===== src/verilog/seb_params.svh =====
// Behaviour
// - Start condition opens every command
// - Watch lines; no command without start
// - Stop condition ends current command
// - Units are eight bits plus acknowledge
// - Receiver pulls data low on ninth clock
// - Transmitter releases data after eight bits
// - Acknowledge matching target address
// - Acknowledge word-address and write bytes
// - Controller ack low: send next byte
// - No ack: release, await stop, end
// - Upper four bits match fixed type code
// - Next two bits match strap pins
// - Address bit zero: 0 write, 1 read
// - Page-select bit forms memory address
// - Unused select pin ignored in matching
// - Stop after full write byte starts programming
// - No commands up to five ms after programming
// - Programming: ignore commands, no acknowledge
// - Write-protect high blocks all writes
`ifndef SEB_PARAMS_SVH
`define SEB_PARAMS_SVH
// arbitrary type code, not tied to any real part
`define SEB_TYPE_CODE 4'h6
`define SEB_TYPE_MSB 7
`define SEB_SEL_HI_BIT 3
`define SEB_SEL_LO_BIT 2
`define SEB_PAGE_BIT 1
`define SEB_RW_BIT 0
`define SEB_PROG_TIME_US 5000
`define SEB_CLK_MHZ 100
`define SEB_PROG_CYCLES (`SEB_PROG_TIME_US * `SEB_CLK_MHZ)
`define SEB_FIFO_DEPTH 8
`define SEB_BYTE_RESET 8'h00
`endif


===== src/verilog/seb_pkg.sv =====
package seb_pkg;
	typedef logic [7:0] seb_byte_t;
	// one received byte with its role in the command
	typedef struct packed {
		logic is_addr;
		logic page;
		seb_byte_t data;
	} seb_wr_s;
	typedef enum logic [2:0] {
		ST_IDLE = 3'b000,
		ST_DEV = 3'b001,
		ST_WORD = 3'b010,
		ST_WDATA = 3'b011,
		ST_RDATA = 3'b100,
		ST_WAITP = 3'b101
	} seb_state_e;
endpackage : seb_pkg


===== src/verilog/seb_fifo.sv =====
`timescale 1ns/100ps
`default_nettype none
module seb_fifo #(
	parameter int WIDTH = 8,
	parameter int DEPTH = 8
) (
	input wire logic clk_i,
	input wire logic reset_i,
	input wire logic in_valid_i,
	output logic in_ready_o,
	input wire logic [WIDTH-1:0] in_data_i,
	output logic out_valid_o,
	input wire logic out_ready_i,
	output logic [WIDTH-1:0] out_data_o
);
	localparam int AW = $clog2(DEPTH);
	logic [WIDTH-1:0] mem_r [DEPTH];
	logic [AW:0] wr_r;
	logic [AW:0] rd_r;
	logic full;
	logic empty;
	assign empty = (wr_r == rd_r);
	assign full = (wr_r[AW-1:0] == rd_r[AW-1:0]) && (wr_r[AW] != rd_r[AW]);
	assign in_ready_o = !full;
	assign out_valid_o = !empty;
	assign out_data_o = mem_r[rd_r[AW-1:0]];
	always_ff @(posedge clk_i or posedge reset_i) begin
		if (reset_i) begin
			wr_r <= '0;
		end else if (in_valid_i && !full) begin
			wr_r <= wr_r + 1'b1;
		end
	end
	always_ff @(posedge clk_i) begin
		if (in_valid_i && !full) begin
			mem_r[wr_r[AW-1:0]] <= in_data_i;
		end
	end
	always_ff @(posedge clk_i or posedge reset_i) begin
		if (reset_i) begin
			rd_r <= '0;
		end else if (out_ready_i && !empty) begin
			rd_r <= rd_r + 1'b1;
		end
	end
endmodule : seb_fifo
`default_nettype wire


===== src/verilog/seb_target.sv =====
`timescale 1ns/100ps
`default_nettype none
`include "seb_params.svh"
module seb_target #(
	parameter int PROG_CYCLES = `SEB_PROG_CYCLES
) (
	input wire logic clk_i,
	input wire logic reset_i,
	input wire logic scl_i,
	input wire logic sda_i,
	output logic sda_o,
	output logic sda_oe_o,
	input wire logic sel_low_i,
	input wire logic sel_high_i,
	input wire logic unused_select_pin_i,
	input wire logic write_protect_i,
	output seb_pkg::seb_wr_s wr_data_o,
	output logic wr_valid_o,
	input wire logic wr_ready_i,
	output logic prog_start_o,
	output logic programming_o,
	output logic rd_req_o,
	input wire logic [7:0] rd_data_i,
	output logic busy_o
);
	import seb_pkg::*;
	// ==========================================================
	// pin synchronisers
	logic [1:0] scl_s_r;
	logic [1:0] sda_s_r;
	logic [1:0] sl_s_r;
	logic [1:0] sh_s_r;
	logic [1:0] wp_s_r;
	logic scl_d_r;
	logic sda_d_r;
	always_ff @(posedge clk_i or posedge reset_i) begin
		if (reset_i) begin
			scl_s_r <= 2'h3;
			sda_s_r <= 2'h3;
			sl_s_r <= 2'h0;
			sh_s_r <= 2'h0;
			wp_s_r <= 2'h3;
			scl_d_r <= 1'b1;
			sda_d_r <= 1'b1;
		end else begin
			scl_s_r <= {scl_s_r[0], scl_i};
			sda_s_r <= {sda_s_r[0], sda_i};
			sl_s_r <= {sl_s_r[0], sel_low_i};
			sh_s_r <= {sh_s_r[0], sel_high_i};
			wp_s_r <= {wp_s_r[0], write_protect_i};
			scl_d_r <= scl_s_r[1];
			sda_d_r <= sda_s_r[1];
		end
	end
	logic scl;
	logic sda;
	assign scl = scl_s_r[1];
	assign sda = sda_s_r[1];
	// ==========================================================
	// bus conditions
	logic start_c;
	logic stop_c;
	logic scl_rise;
	logic scl_fall;
	assign start_c = scl && scl_d_r && sda_d_r && !sda;
	assign stop_c = scl && scl_d_r && !sda_d_r && sda;
	assign scl_rise = scl && !scl_d_r;
	assign scl_fall = !scl && scl_d_r;
	// ==========================================================
	// transfer state
	seb_state_e state_r;
	logic [3:0] bit_r;
	logic [7:0] shift_r;
	logic ack_phase_r;
	logic rw_r;
	logic page_r;
	logic wbyte_done_r;
	logic [7:0] tx_r;
	logic sda_low_r;
	logic prog_r;
	logic [$clog2(`SEB_PROG_CYCLES+1)-1:0] prog_cnt_r;
	logic fifo_ready;
	logic byte_done;
	logic addr_match;
	assign byte_done = scl_rise && !ack_phase_r && (bit_r == 4'h7);
	// unused select pin never enters the compare
	assign addr_match = ({shift_r[6:0], sda} >> 4) == {4'h0, `SEB_TYPE_CODE}
		&& shift_r[`SEB_SEL_HI_BIT-1] == sh_s_r[1]
		&& shift_r[`SEB_SEL_LO_BIT-1] == sl_s_r[1];
	always_ff @(posedge clk_i or posedge reset_i) begin
		if (reset_i) begin
			state_r <= ST_IDLE;
			bit_r <= 4'h0;
			shift_r <= `SEB_BYTE_RESET;
			ack_phase_r <= 1'b0;
			rw_r <= 1'b0;
			page_r <= 1'b0;
			wbyte_done_r <= 1'b0;
		end else if (stop_c) begin
			state_r <= ST_IDLE;
			ack_phase_r <= 1'b0;
			wbyte_done_r <= 1'b0;
		end else if (start_c) begin
			// no command during programming
			state_r <= prog_r ? ST_IDLE : ST_DEV;
			bit_r <= 4'h0;
			ack_phase_r <= 1'b0;
			wbyte_done_r <= 1'b0;
		end else if (state_r != ST_IDLE && state_r != ST_WAITP) begin
			if (scl_rise && !ack_phase_r) begin
				shift_r <= {shift_r[6:0], sda};
				bit_r <= bit_r + 4'h1;
			end
			if (byte_done) begin
				ack_phase_r <= 1'b1;
				bit_r <= 4'h0;
				unique case (state_r)
					ST_DEV: begin
						if (addr_match) begin
							rw_r <= sda;
							page_r <= shift_r[`SEB_PAGE_BIT-1];
						end else begin
							state_r <= ST_WAITP;
						end
					end
					ST_WDATA: wbyte_done_r <= 1'b1;
					default: ;
				endcase
			end else if (scl_rise && ack_phase_r) begin
				ack_phase_r <= 1'b0;
				unique case (state_r)
					ST_DEV: state_r <= rw_r ? ST_RDATA : ST_WORD;
					ST_WORD: state_r <= ST_WDATA;
					ST_RDATA: if (sda) state_r <= ST_WAITP;
					default: ;
				endcase
			end
		end
	end
	// ==========================================================
	// open-drain driver, changes on falling clock edge
	logic ack_now;
	assign ack_now = ack_phase_r && state_r != ST_RDATA
		&& (state_r == ST_DEV || state_r == ST_WORD || state_r == ST_WDATA);
	always_ff @(posedge clk_i or posedge reset_i) begin
		if (reset_i) begin
			sda_low_r <= 1'b0;
			tx_r <= `SEB_BYTE_RESET;
			rd_req_o <= 1'b0;
		end else begin
			rd_req_o <= 1'b0;
			if (start_c || stop_c) begin
				sda_low_r <= 1'b0;
			end else if (scl_fall) begin
				if (ack_now) begin
					sda_low_r <= 1'b1;
				end else if (state_r == ST_RDATA && !ack_phase_r) begin
					if (bit_r == 4'h0) begin
						tx_r <= {rd_data_i[6:0], 1'b0};
						sda_low_r <= !rd_data_i[7];
						rd_req_o <= 1'b1;
					end else begin
						tx_r <= {tx_r[6:0], 1'b0};
						sda_low_r <= !tx_r[7];
					end
				end else begin
					sda_low_r <= 1'b0;
				end
			end
		end
	end
	assign sda_o = 1'b0;
	assign busy_o = programming_o;
	always_ff @(posedge clk_i or posedge reset_i) begin
		if (reset_i) begin
			sda_oe_o <= 1'b0;
		end else begin
			sda_oe_o <= sda_low_r && !start_c && !stop_c;
		end
	end
	// ==========================================================
	// write path through the fifo; a full fifo drops the byte, ack still given
	seb_wr_s wr_in;
	logic wr_push;
	assign wr_in = '{is_addr: (state_r == ST_WORD), page: page_r,
		data: {shift_r[6:0], sda}};
	assign wr_push = byte_done && (state_r == ST_WORD || state_r == ST_WDATA)
		&& !wp_s_r[1];
	seb_fifo #(.WIDTH($bits(seb_wr_s)), .DEPTH(`SEB_FIFO_DEPTH)) u_fifo (
		.clk_i(clk_i),
		.reset_i(reset_i),
		.in_valid_i(wr_push),
		.in_ready_o(fifo_ready),
		.in_data_i(wr_in),
		.out_valid_o(wr_valid_o),
		.out_ready_i(wr_ready_i),
		.out_data_o(wr_data_o)
	);
	// ==========================================================
	// programming timer
	always_ff @(posedge clk_i or posedge reset_i) begin
		if (reset_i) begin
			prog_r <= 1'b0;
			prog_cnt_r <= '0;
			prog_start_o <= 1'b0;
		end else begin
			prog_start_o <= 1'b0;
			if (stop_c && wbyte_done_r && !wp_s_r[1] && !prog_r) begin
				prog_r <= 1'b1;
				prog_start_o <= 1'b1;
				prog_cnt_r <= $bits(prog_cnt_r)'(PROG_CYCLES - 1);
			end else if (prog_r) begin
				if (prog_cnt_r == '0) begin
					prog_r <= 1'b0;
				end else begin
					prog_cnt_r <= prog_cnt_r - 1'b1;
				end
			end
		end
	end
	assign programming_o = prog_r;
endmodule : seb_target
`default_nettype wire


===== config.mk =====
export PLATFORM = sky130hd
export DESIGN_NAME = seb_target
export DESIGN_NICKNAME = d
export VERILOG_FILES = /design/src/verilog/seb_pkg.sv /design/src/verilog/seb_fifo.sv /design/src/verilog/seb_target.sv
export VERILOG_INCLUDE_DIRS = /design/src /design/src/verilog
export SDC_FILE = /design/constraint.sdc
export NUM_CORES = 1
export LEC_CHECK = 0
export BUFFER_PORTS_ARGS = -buffer_cell sky130_fd_sc_hd__buf_2
export CAP_MARGIN = 30
export CORE_MARGIN = 8
export CORE_UTILIZATION = 53
export CTS_CLUSTER_SIZE = 30
export DETAILED_ROUTE_END_ITERATION = 10
export PLACE_DENSITY_LB_ADDON = 0.2
export SYNTH_ARGS = -nofsm -noshare
export SYNTH_HDL_FRONTEND = slang
export SYNTH_SLANG_ARGS = --single-unit

===== constraint.sdc =====
create_clock -name clk_i -period 7 [get_ports clk_i]
set_input_delay 1.4 -clock clk_i [delete_from_list [all_inputs] [get_ports clk_i]]
set_output_delay 1.4 -clock clk_i [all_outputs]
set_load 0.01 [all_outputs]

==> results of run 1 <==
-- Yosys cell counts, types with 2 or more instances --
| cell | n | area [µm²] |
|---|---|---|
| nor2_1 | 25 | 93.84 |
| xor2_1 | 8 | 70.07 |
| mux2_2 | 23 | 259.0 |
| buf_1 | 2 | 7.510 |
| o31ai_1 | 5 | 37.54 |
| edfxtp_1 | 80 | 2402 |
| or4_4 | 3 | 33.78 |
| nor3_1 | 11 | 55.05 |
| nand2_1 | 30 | 112.6 |
| ha_1 | 5 | 62.56 |
| a211oi_1 | 3 | 22.52 |
| buf_4 | 3 | 22.52 |
| and2_1 | 4 | 25.02 |
| o21ai_0 | 17 | 85.08 |
| a31oi_1 | 3 | 18.77 |
| nor4_1 | 8 | 50.05 |
| nand3_1 | 12 | 60.06 |
| nor2b_1 | 4 | 25.02 |
| nand4_1 | 5 | 31.28 |
| a21oi_1 | 5 | 25.02 |
| dfrtp_1 | 61 | 1526 |
| nor3b_1 | 2 | 15.01 |
| nand2b_1 | 4 | 25.02 |
| mux4_2 | 20 | 450.4 |
| or4_1 | 2 | 15.01 |
| buf_2 | 5 | 25.02 |
| mux2i_1 | 11 | 110.1 |
| inv_1 | 12 | 45.04 |
| o41ai_1 | 2 | 17.52 |
| xnor2_1 | 14 | 122.6 |
| dfstp_2 | 8 | 210.2 |
| nand3b_1 | 2 | 15.01 |
| clkbuf_1 | 9 | 33.78 |
| nand4_2 | 2 | 25.02 |
-- final timing paths --
path | depth (start not counted) | start | slack, ps | to
max | 4 | u_fifo.rd_r[0] | 3470 | wr_data_o[8]
min | 0 | sh_s_r[0] | 350 | sh_s_r[1]
max reg2reg | 6 | bit_r[0] | 4330 | u_fifo.mem_r[6][3]
min reg2reg | 0 | sh_s_r[0] | 350 | sh_s_r[1]
max in group asynchronous | 3 | reset_i | 5230 | prog_cnt_r[13]
min in group asynchronous | 3 | reset_i | 1220 | prog_cnt_r[0]
-- per-stage QoR --
| stage | power [W] | hold slack [ps] | util (%) |
|---|---|---|---|
| finish | 0.002523 | 349.6 | 61.37 |
| global route | 0.002649 | 357.1 | 61.37 |
| CTS | 0.002555 | 353.0 | 61.37 |
| detailed placement | 0.001696 | 340.4 | 56.61 |
| global placement | 0.001658 | 337.6 | 56.19 |
| floorplan | 0.001529 | 331.2 | - |
-- cells by family after synthesis --
| kind of cell | share of synthesized area (%) |
|---|---|
| compound gates | 4.514 |
| mux | 12.97 |
| buf+inv | 2.237 |
| xor+xnor | 3.049 |
| flops | 65.49 |
| other cells | 0.05934 |
| simple gates | 10.69 |
| fa+ha+maj | 0.9899 |
-- metal layers --
| layer | up-vias | share of wire (%) | global-route usage [%] |
|---|---|---|---|
| li1 | 1705 | - | - |
| met1 | 1824 | 44 | 19.15 |
| met2 | 72 | 51 | 25.85 |
| met3 | 14 | 4.0 | 4.207 |
| met4 | 0 | 1.5 | 6.447 |
| met5 | - | 0 | 0 |
-- where the power goes --
group / total [W] / switching, W / internal, W
Combinational: 0.000523 / 0.000236 / 0.000287
Sequential: 0.00114 / 0.000112 / 0.00103
Clock: 0.000857 / 0.000337 / 0.000520
Total: 0.00252 / 0.000685 / 0.00184
-- worst max-delay path, cell delays in order, from the launching register on --
cell,delay [ps]
dfrtp_1,320
buf_4,400
mux4_2,570
mux2_2,270
buf_2,140
-- cell type report --
type / instances / area (µm²) / area share (%)
sequential: 149 / 4139 / 57.10
multi-input combinational: 250 / 2046 / 28.22
clock buffer: 18 / 429.2 / 5.921
timing repair buffer: 43 / 272.8 / 3.763
tap: 147 / 183.9 / 2.538
clock inverter: 14 / 132.6 / 1.830
inverter: 12 / 45.04 / 0.6214
-- state kept, by name, summed over array words and instances, names as in the netlist, 3 cells and up --
name,count
u_fifo.rd_r,4
tx_r,7
u_fifo.wr_r,4
shift_r,7
u_fifo.mem_r,80
bit_r,4
prog_cnt_r,19
state_r,3
==> results_dict.tcl, run 1 <==
set metrics [dict create \
    drv_cap 0 \
    status "completed" \
    dp_hpwl_mm 7.202 \
    clk_latency_ps 420 \
    tightest_slew_ps 840.8 \
    async_reset_ff_share_pct 46.31 \
    initial_utilization_pct 53.51 \
    drtIter0Drc 206 \
    fin_worst_skew_ps 9.796 \
    cp_max_fo 24 \
    drive_gt1_share_pct 28.40 \
    h-tree-depth 4 \
    setup_viol 0 \
    grt_pass1_vias 3779 \
    slew_headroom_pct 43.95 \
    detail_route.wl_per_cell_um 17.75 \
    area_growth_pct 14.69 \
    synth.avg_cell_area_um2 14.66 \
    pre_cts_slack_ps 3872 \
    synth_cells 431 \
    worstPathRequired_ps 5600 \
    clk_pin_slew_ps 60 \
    hold_path.class "reg -> reg" \
    antenna_found_initial 0 \
    port-buffer-count 31 \
    peakVddDrop_v 0.0001710 \
    maxSlewViolCount 0 \
    synth-edff-count 80 \
    finish.net_count 495 \
    finalInstanceArea_mm2 0.007248 \
    timing.setup.tns_ps 0 \
    chipWidth_um 125.2 \
    grt.overflow.total 0 \
    p_leak_nw 2.890 \
    hold_violations 0 \
    die_area_mm2 0.01567 \
    layout_common_cells "edfxtp_1, dfrtp_1, buf_2" \
    fin_cells 633 \
    post-place-cells 601 \
    cts_made_buffers 17 \
    grt_max_degree 70 \
    die_h_um 125.2 \
    power_density_mw_per_mm2 348.1 \
    grt_pass1_wl_mm 19.21 \
    via_per_inst 5.711 \
    fin_crit_ps 3528 \
    arrival_ps 2130 \
    num-fill-cells 912 \
    via_count 3615 \
    place_area_mm2 0.006686 \
    std_cell_rows 40 \
    drc_errors 0 \
    rsz0062_at_grt "no" \
    cts_tree "built" \
    dr.pass1.iters 4 \
    clk_path_buf_depth 2 \
    layout_commonest_cell "edfxtp_1" \
    grt.total_usage_pct 15.66 \
    cp-end-kind "output pin" \
    post-route-period-util_pct 50.40 \
    yosysWarnings 0 \
    cp-start-kind "flop" \
    root_buffer "clkbuf_16" \
    syn_area_mm2 0.006320 \
    layout_setup_ws_ps 3472 \
    gp_congestion 0.8065 \
    cts_resized 0 \
    coreArea_mm2 0.01181 \
    ys_seq_elements 149 \
    max_freq_mhz 283.4 \
    syn_nets 453 \
    wl_mm 11.24 \
    synth_seq_area_share_pct 65.49 \
    synthDistinctLibCells 55 \
    antenna_left 0 \
    crit_type "reg -> out" \
    clock_sinks 149 \
    ios 34 \
    postCtsHoldBufs 0 \
    synth_flop_cell "edfxtp_1" \
    antenna_cells 0 \
    postCtsSetupRepairBufs 0 \
]
No activity file was read; power rests on OpenSTA's default activity.
==> run 2: changes to the inputs <==
clock period = 3.1 ns   (was 7 ns; I/O delays follow)
==> run 2 against run 1 <==
Effect of this change:
- clock power rose by 130%
- wire length fell by 0.23%
- via count fell by 0.58%
- highest routed layer unchanged
==> results_dict.tcl, run 2 (same netlist as run 1, synthesis figures left out) <==
set metrics [dict create \
    status "completed" \
    hold_violations 0 \
    timing.setup.tns_ps 0 \
    maxSlewViolCount 0 \
    clk_latency_ps 420 \
    layout_commonest_cell "edfxtp_1" \
    fin_crit_ps 2749 \
    grt.overflow.total 0 \
    die_area_mm2 0.01567 \
    drtIter0Drc 225 \
    fin_worst_skew_ps 5.827 \
    cts_resized 0 \
    h-tree-depth 4 \
    layout_common_cells "edfxtp_1, dfrtp_1, buf_2" \
    dr.pass1.iters 4 \
    final_util_pct 61.41 \
    drive_gt1_share_pct 28.48 \
    cp_max_fo 24 \
    finalInstanceArea_mm2 0.007253 \
    wl_mm 11.21 \
    cp-end-kind "output pin" \
    crit_chain "buf_4 -> mux4_2 -> mux2_2 -> buf_2" \
    port-buffer-count 31 \
    path_depth 4 \
    max_freq_mhz 363.7 \
    via_count 3594 \
    drv_cap 0 \
    switching_share_pct 27.24 \
    std_cell_rows 40 \
    postCtsHoldBufs 0 \
    dp_hpwl_mm 7.165 \
    place_area_mm2 0.006686 \
    power_density_mw_per_mm2 785.0 \
    highest_layer "met4" \
    grt.total_usage_pct 15.23 \
    initial_utilization_pct 53.51 \
    p_int_w 0.004143 \
    wl_met1_mm 4.812 \
    rrSetupSlack_ps 730 \
    ios 34 \
    seq_power_share_pct 44.4 \
    hold_depth 1 \
    p_switching_w 0.001551 \
    clock_sinks 149 \
    coreArea_mm2 0.01181 \
    worstPathRequired_ps 2480 \
    grt_pass1_vias 3658 \
    rsz0062_at_grt "no" \
    die_h_um 125.2 \
    cp-start-kind "flop" \
    clkPwrFrac_pct 34.2 \
    finish.net_count 497 \
    clk_path_buf_depth 2 \
    chipWidth_um 125.2 \
    setup_viol 0 \
    fin_cells 635 \
    crit_type "reg -> out" \
    peakVddDrop_v 0.0004353 \
    gp_congestion 0.8356 \
    via_per_inst 5.660 \
    drc_errors 0 \
    cts_tree "built" \
    post-place-cells 603 \
    hp-start "scl_i" \
    postCtsSetupRepairBufs 0 \
    p_leak_nw 2.883 \
    post-route-period-util_pct 88.69 \
    detail_route.wl_per_cell_um 17.66 \
    largest_reg_flops 80 \
    area_growth_pct 14.77 \
    total_power_w 0.005694 \
    tightest_slew_ps 708.4 \
    grt_max_degree 37 \
    startpoint "u_fifo.rd_r[0]" \
    r2r_start "bit_r[0]" \
    r2r_cells 7 \
    arrival_ps 2130 \
    antenna_cells 0 \
    antenna_left 0 \
    clk_pin_slew_ps 60 \
    wl_met2_mm 5.781 \
    hold_path.class "in -> reg" \
    root_buffer "clkbuf_16" \
    cts_made_buffers 17 \
    dr_wl_met3_um 419 \
    antenna_found_initial 0 \
    critPathBufInv 2 \
    crit_slowest_cell "mux4_2" \
    grt_pass1_wl_mm 18.38 \
    crit_path_max_incr_delay_ps 550 \
    p_comb_share_pct 21.4 \
    slew_headroom_pct 52.71 \
    cp_top_family "multiplexers" \
]
-- run 2: layout make-up --
cell class / instances / area (µm²)
Fill cell: 925 / 4558
Sequential cell: 149 / 4139
Multi-Input combinational cell: 250 / 2046
Clock buffer: 20 / 436.7
Timing Repair Buffer: 45 / 272.8
Tap cell: 147 / 183.9
Clock inverter: 12 / 130.1
Inverter: 12 / 45.04
-- run 2: final timing paths --
| check | end |
|---|---|
| worst min register to register | scl_s_r[1] |
| worst max-delay path | wr_data_o[1] |
| worst max register to register | u_fifo.mem_r[4][8] |
| max in group asynchronous | shift_r[4] |
| min in group asynchronous | busy_o |
| worst min-delay path | scl_s_r[0] |
-- run 2: power groups by stage --
stage / Clock, W / Sequential, W / Combinational (W)
floorplan: 0 / 0.00248 / 0.000978
global placement: 0 / 0.00255 / 0.00122
finish: 0.00195 / 0.00253 / 0.00122
global route: 0.00206 / 0.00256 / 0.00135
CTS: 0.00198 / 0.00253 / 0.00126
detailed placement: 0 / 0.00257 / 0.00125
-- run 2: per-stage QoR --
stage	hold WS [ps]	setup WS, ps
floorplan	331.2	288.7
global placement	339.1	758.1
detailed placement	347.0	703.6
CTS	281.2	291.7
global route	282.0	239.6
finish	300.2	350.6
-- run 2: metal layers --
metal / track usage, % / up-vias
li1: - / 1704
met1: 17.69 / 1805
met2: 25.79 / 68
met3: 3.867 / 17
met4: 7.665 / 0
met5: 0 / -
==> run 3: changes to the inputs <==
ABC_AREA = 0   (was default)
SYNTH_HIERARCHICAL = 1   (was default)
==> run 3 against run 2 <==
Effect of this change:
- register-to-register slack worse by 110 ps
- critical path type unchanged
- cell area is 5.6% higher
- largest cell class unchanged
- count of clock-buffer cells in the layout is 2 lower
- synthesized cell count is 3.5% higher
- via count is 3.3% higher
==> results_dict.tcl, run 3 <==
set metrics [dict create \
    status "completed" \
    final_util_pct 63.48 \
    fin_crit_ps 2896 \
    clk_latency_ps 420 \
    layout_commonest_cell "edfxtp_1" \
    rsz0062_at_grt "no" \
    cts_resized 0 \
    maxSlewViolCount 0 \
    cp-start-kind "flop" \
    p_switching_w 0.001694 \
    die_h_um 127.2 \
    syn_nets 468 \
    p_leak_nw 3.036 \
    peakVddDrop_v 0.0004487 \
    hold_violations 0 \
    postCtsHoldBufs 0 \
    coreArea_mm2 0.01206 \
    cp_top_family "flip-flops" \
    cts_tree "built" \
    setup_viol 0 \
    fin_cells 673 \
    layout_setup_ws_ps 203.9 \
    crit_chain "buf_4 -> mux4_2 -> mux2_2 -> buf_2" \
    grt.total_usage_pct 15.71 \
    detail_route.wl_per_cell_um 17.29 \
    grt_max_degree 29 \
    cp_max_fo 16 \
    syn_area_mm2 0.006558 \
    initial_utilization_pct 54.37 \
    std_cell_rows 40 \
    drc_errors 0 \
    seq_power_share_pct 42.0 \
    grt_pass1_wl_mm 19.62 \
    postCtsSetupRepairBufs 0 \
    slew_headroom_pct 32.83 \
    antenna_cells 0 \
    total_power_w 0.006152 \
    dr_wl_met3_um 518 \
    post-place-cells 641 \
    num-fill-cells 913 \
    arrival_ps 2280 \
    drive_gt1_share_pct 30.89 \
    synth_cells 446 \
    dr.pass1.iters 4 \
    hold_path.class "in -> async" \
    largest_reg_flops 80 \
    p_int_w 0.004457 \
    startpoint "u_fifo/rd_r[1]" \
    grt.overflow.total 0 \
    antenna_left 0 \
    cp-end-kind "output pin" \
    finish.net_count 514 \
    crit_slowest_cell "dfrtp_1" \
    worstPathRequired_ps 2480 \
    antenna_found_initial 0 \
    yosysWarnings 6 \
    critPathBufInv 2 \
    switching_share_pct 27.54 \
    area_growth_pct 16.75 \
    wl_mm 11.64 \
    wl_met1_mm 5.145 \
    h-tree-depth 4 \
    port-buffer-count 31 \
    die_area_mm2 0.01619 \
    synth.avg_cell_area_um2 14.70 \
    layout_common_cells "edfxtp_1, dfrtp_1, buf_2" \
    ios 34 \
    grt_pass1_vias 3828 \
    chipWidth_um 127.2 \
    highest_layer "met4" \
    drv_cap 0 \
    clock_sinks 149 \
    r2r_start "scl_s_r[1]" \
    drtIter0Drc 188 \
    pre_cts_slack_ps 617.7 \
    via_per_inst 5.517 \
    crit_type "reg -> out" \
    crit_path_max_incr_delay_ps 840 \
    root_buffer "clkbuf_16" \
    dp_hpwl_mm 7.580 \
    tightest_slew_ps 1001 \
    gp_congestion 0.7883 \
    fin_worst_skew_ps 7.294 \
    clk_pin_slew_ps 60 \
    via_count 3713 \
    power_density_mw_per_mm2 803.5 \
    clkPwrFrac_pct 36.8 \
    max_freq_mhz 345.3 \
    clk_path_buf_depth 2 \
    wl_met2_mm 5.862 \
    p_comb_share_pct 21.2 \
    cts_made_buffers 17 \
    post-route-period-util_pct 93.42 \
]
[run 3: worst register-to-register path, cell delays in order (launching register included)]
cell	delay (ps)
dfstp_2	590
nor3b_2	370
nand2_1	120
nor3_1	220
buf_4	200
nand2_1	130
nor4b_2	270
buf_4	270
[run 3: path summary, 6_finish.rpt]
check | endpoint | slack (ps) | cells past startpoint
hold reg to reg | sl_s_r[1] | 350 | 0
max in group asynchronous | scl_s_r[1] | 2260 | 3
min in group clk_i | sda_s_r[0] | 300 | 1
setup / recovery | wr_data_o[7] | 200 | 4
setup reg to reg | u_fifo/mem_r[5][1] | 620 | 7
hold / removal | prog_cnt_r[3] | 150 | 2
[run 3: through the flow]
step	instance area (µm²)	hold WS, ps	setup TNS (ps)
after floorplan	6576	331.2	-3675
after global placement	6994	334.8	0
after detailed placement	6994	336.5	0
after CTS	7656	140.9	0
after global routing	7656	160.7	0
final	7656	150.9	0
[run 3: final cells by class]
type                    instances  area [µm²]  area share, %
flip-flops and latches        149        4139          54.06
multi-input cells             258        2275          29.71
clock buffers                  18       439.2          5.736
inverters                      16       60.06         0.7844
repair buffers                 50       310.3          4.053
well taps                     168       210.2          2.746
clock inverters                14       222.7          2.909
[run 3: power groups by stage]
stage                     combinational [W]  clock (W)  sequential (W)
after floorplan                     0.00105          0         0.00249
after global placement              0.00129          0         0.00261
after detailed placement            0.00132          0         0.00262
after CTS                           0.00133    0.00231         0.00259
after global routing                0.00144    0.00239         0.00262
final                               0.00130    0.00226         0.00259
[run 3: per-layer routing]
metal,vias to the layer above,GRT usage (%)
li1,1779,-
met1,1856,19.44
met2,70,25.66
met3,8,4.992
met4,0,5.178
met5,-,0
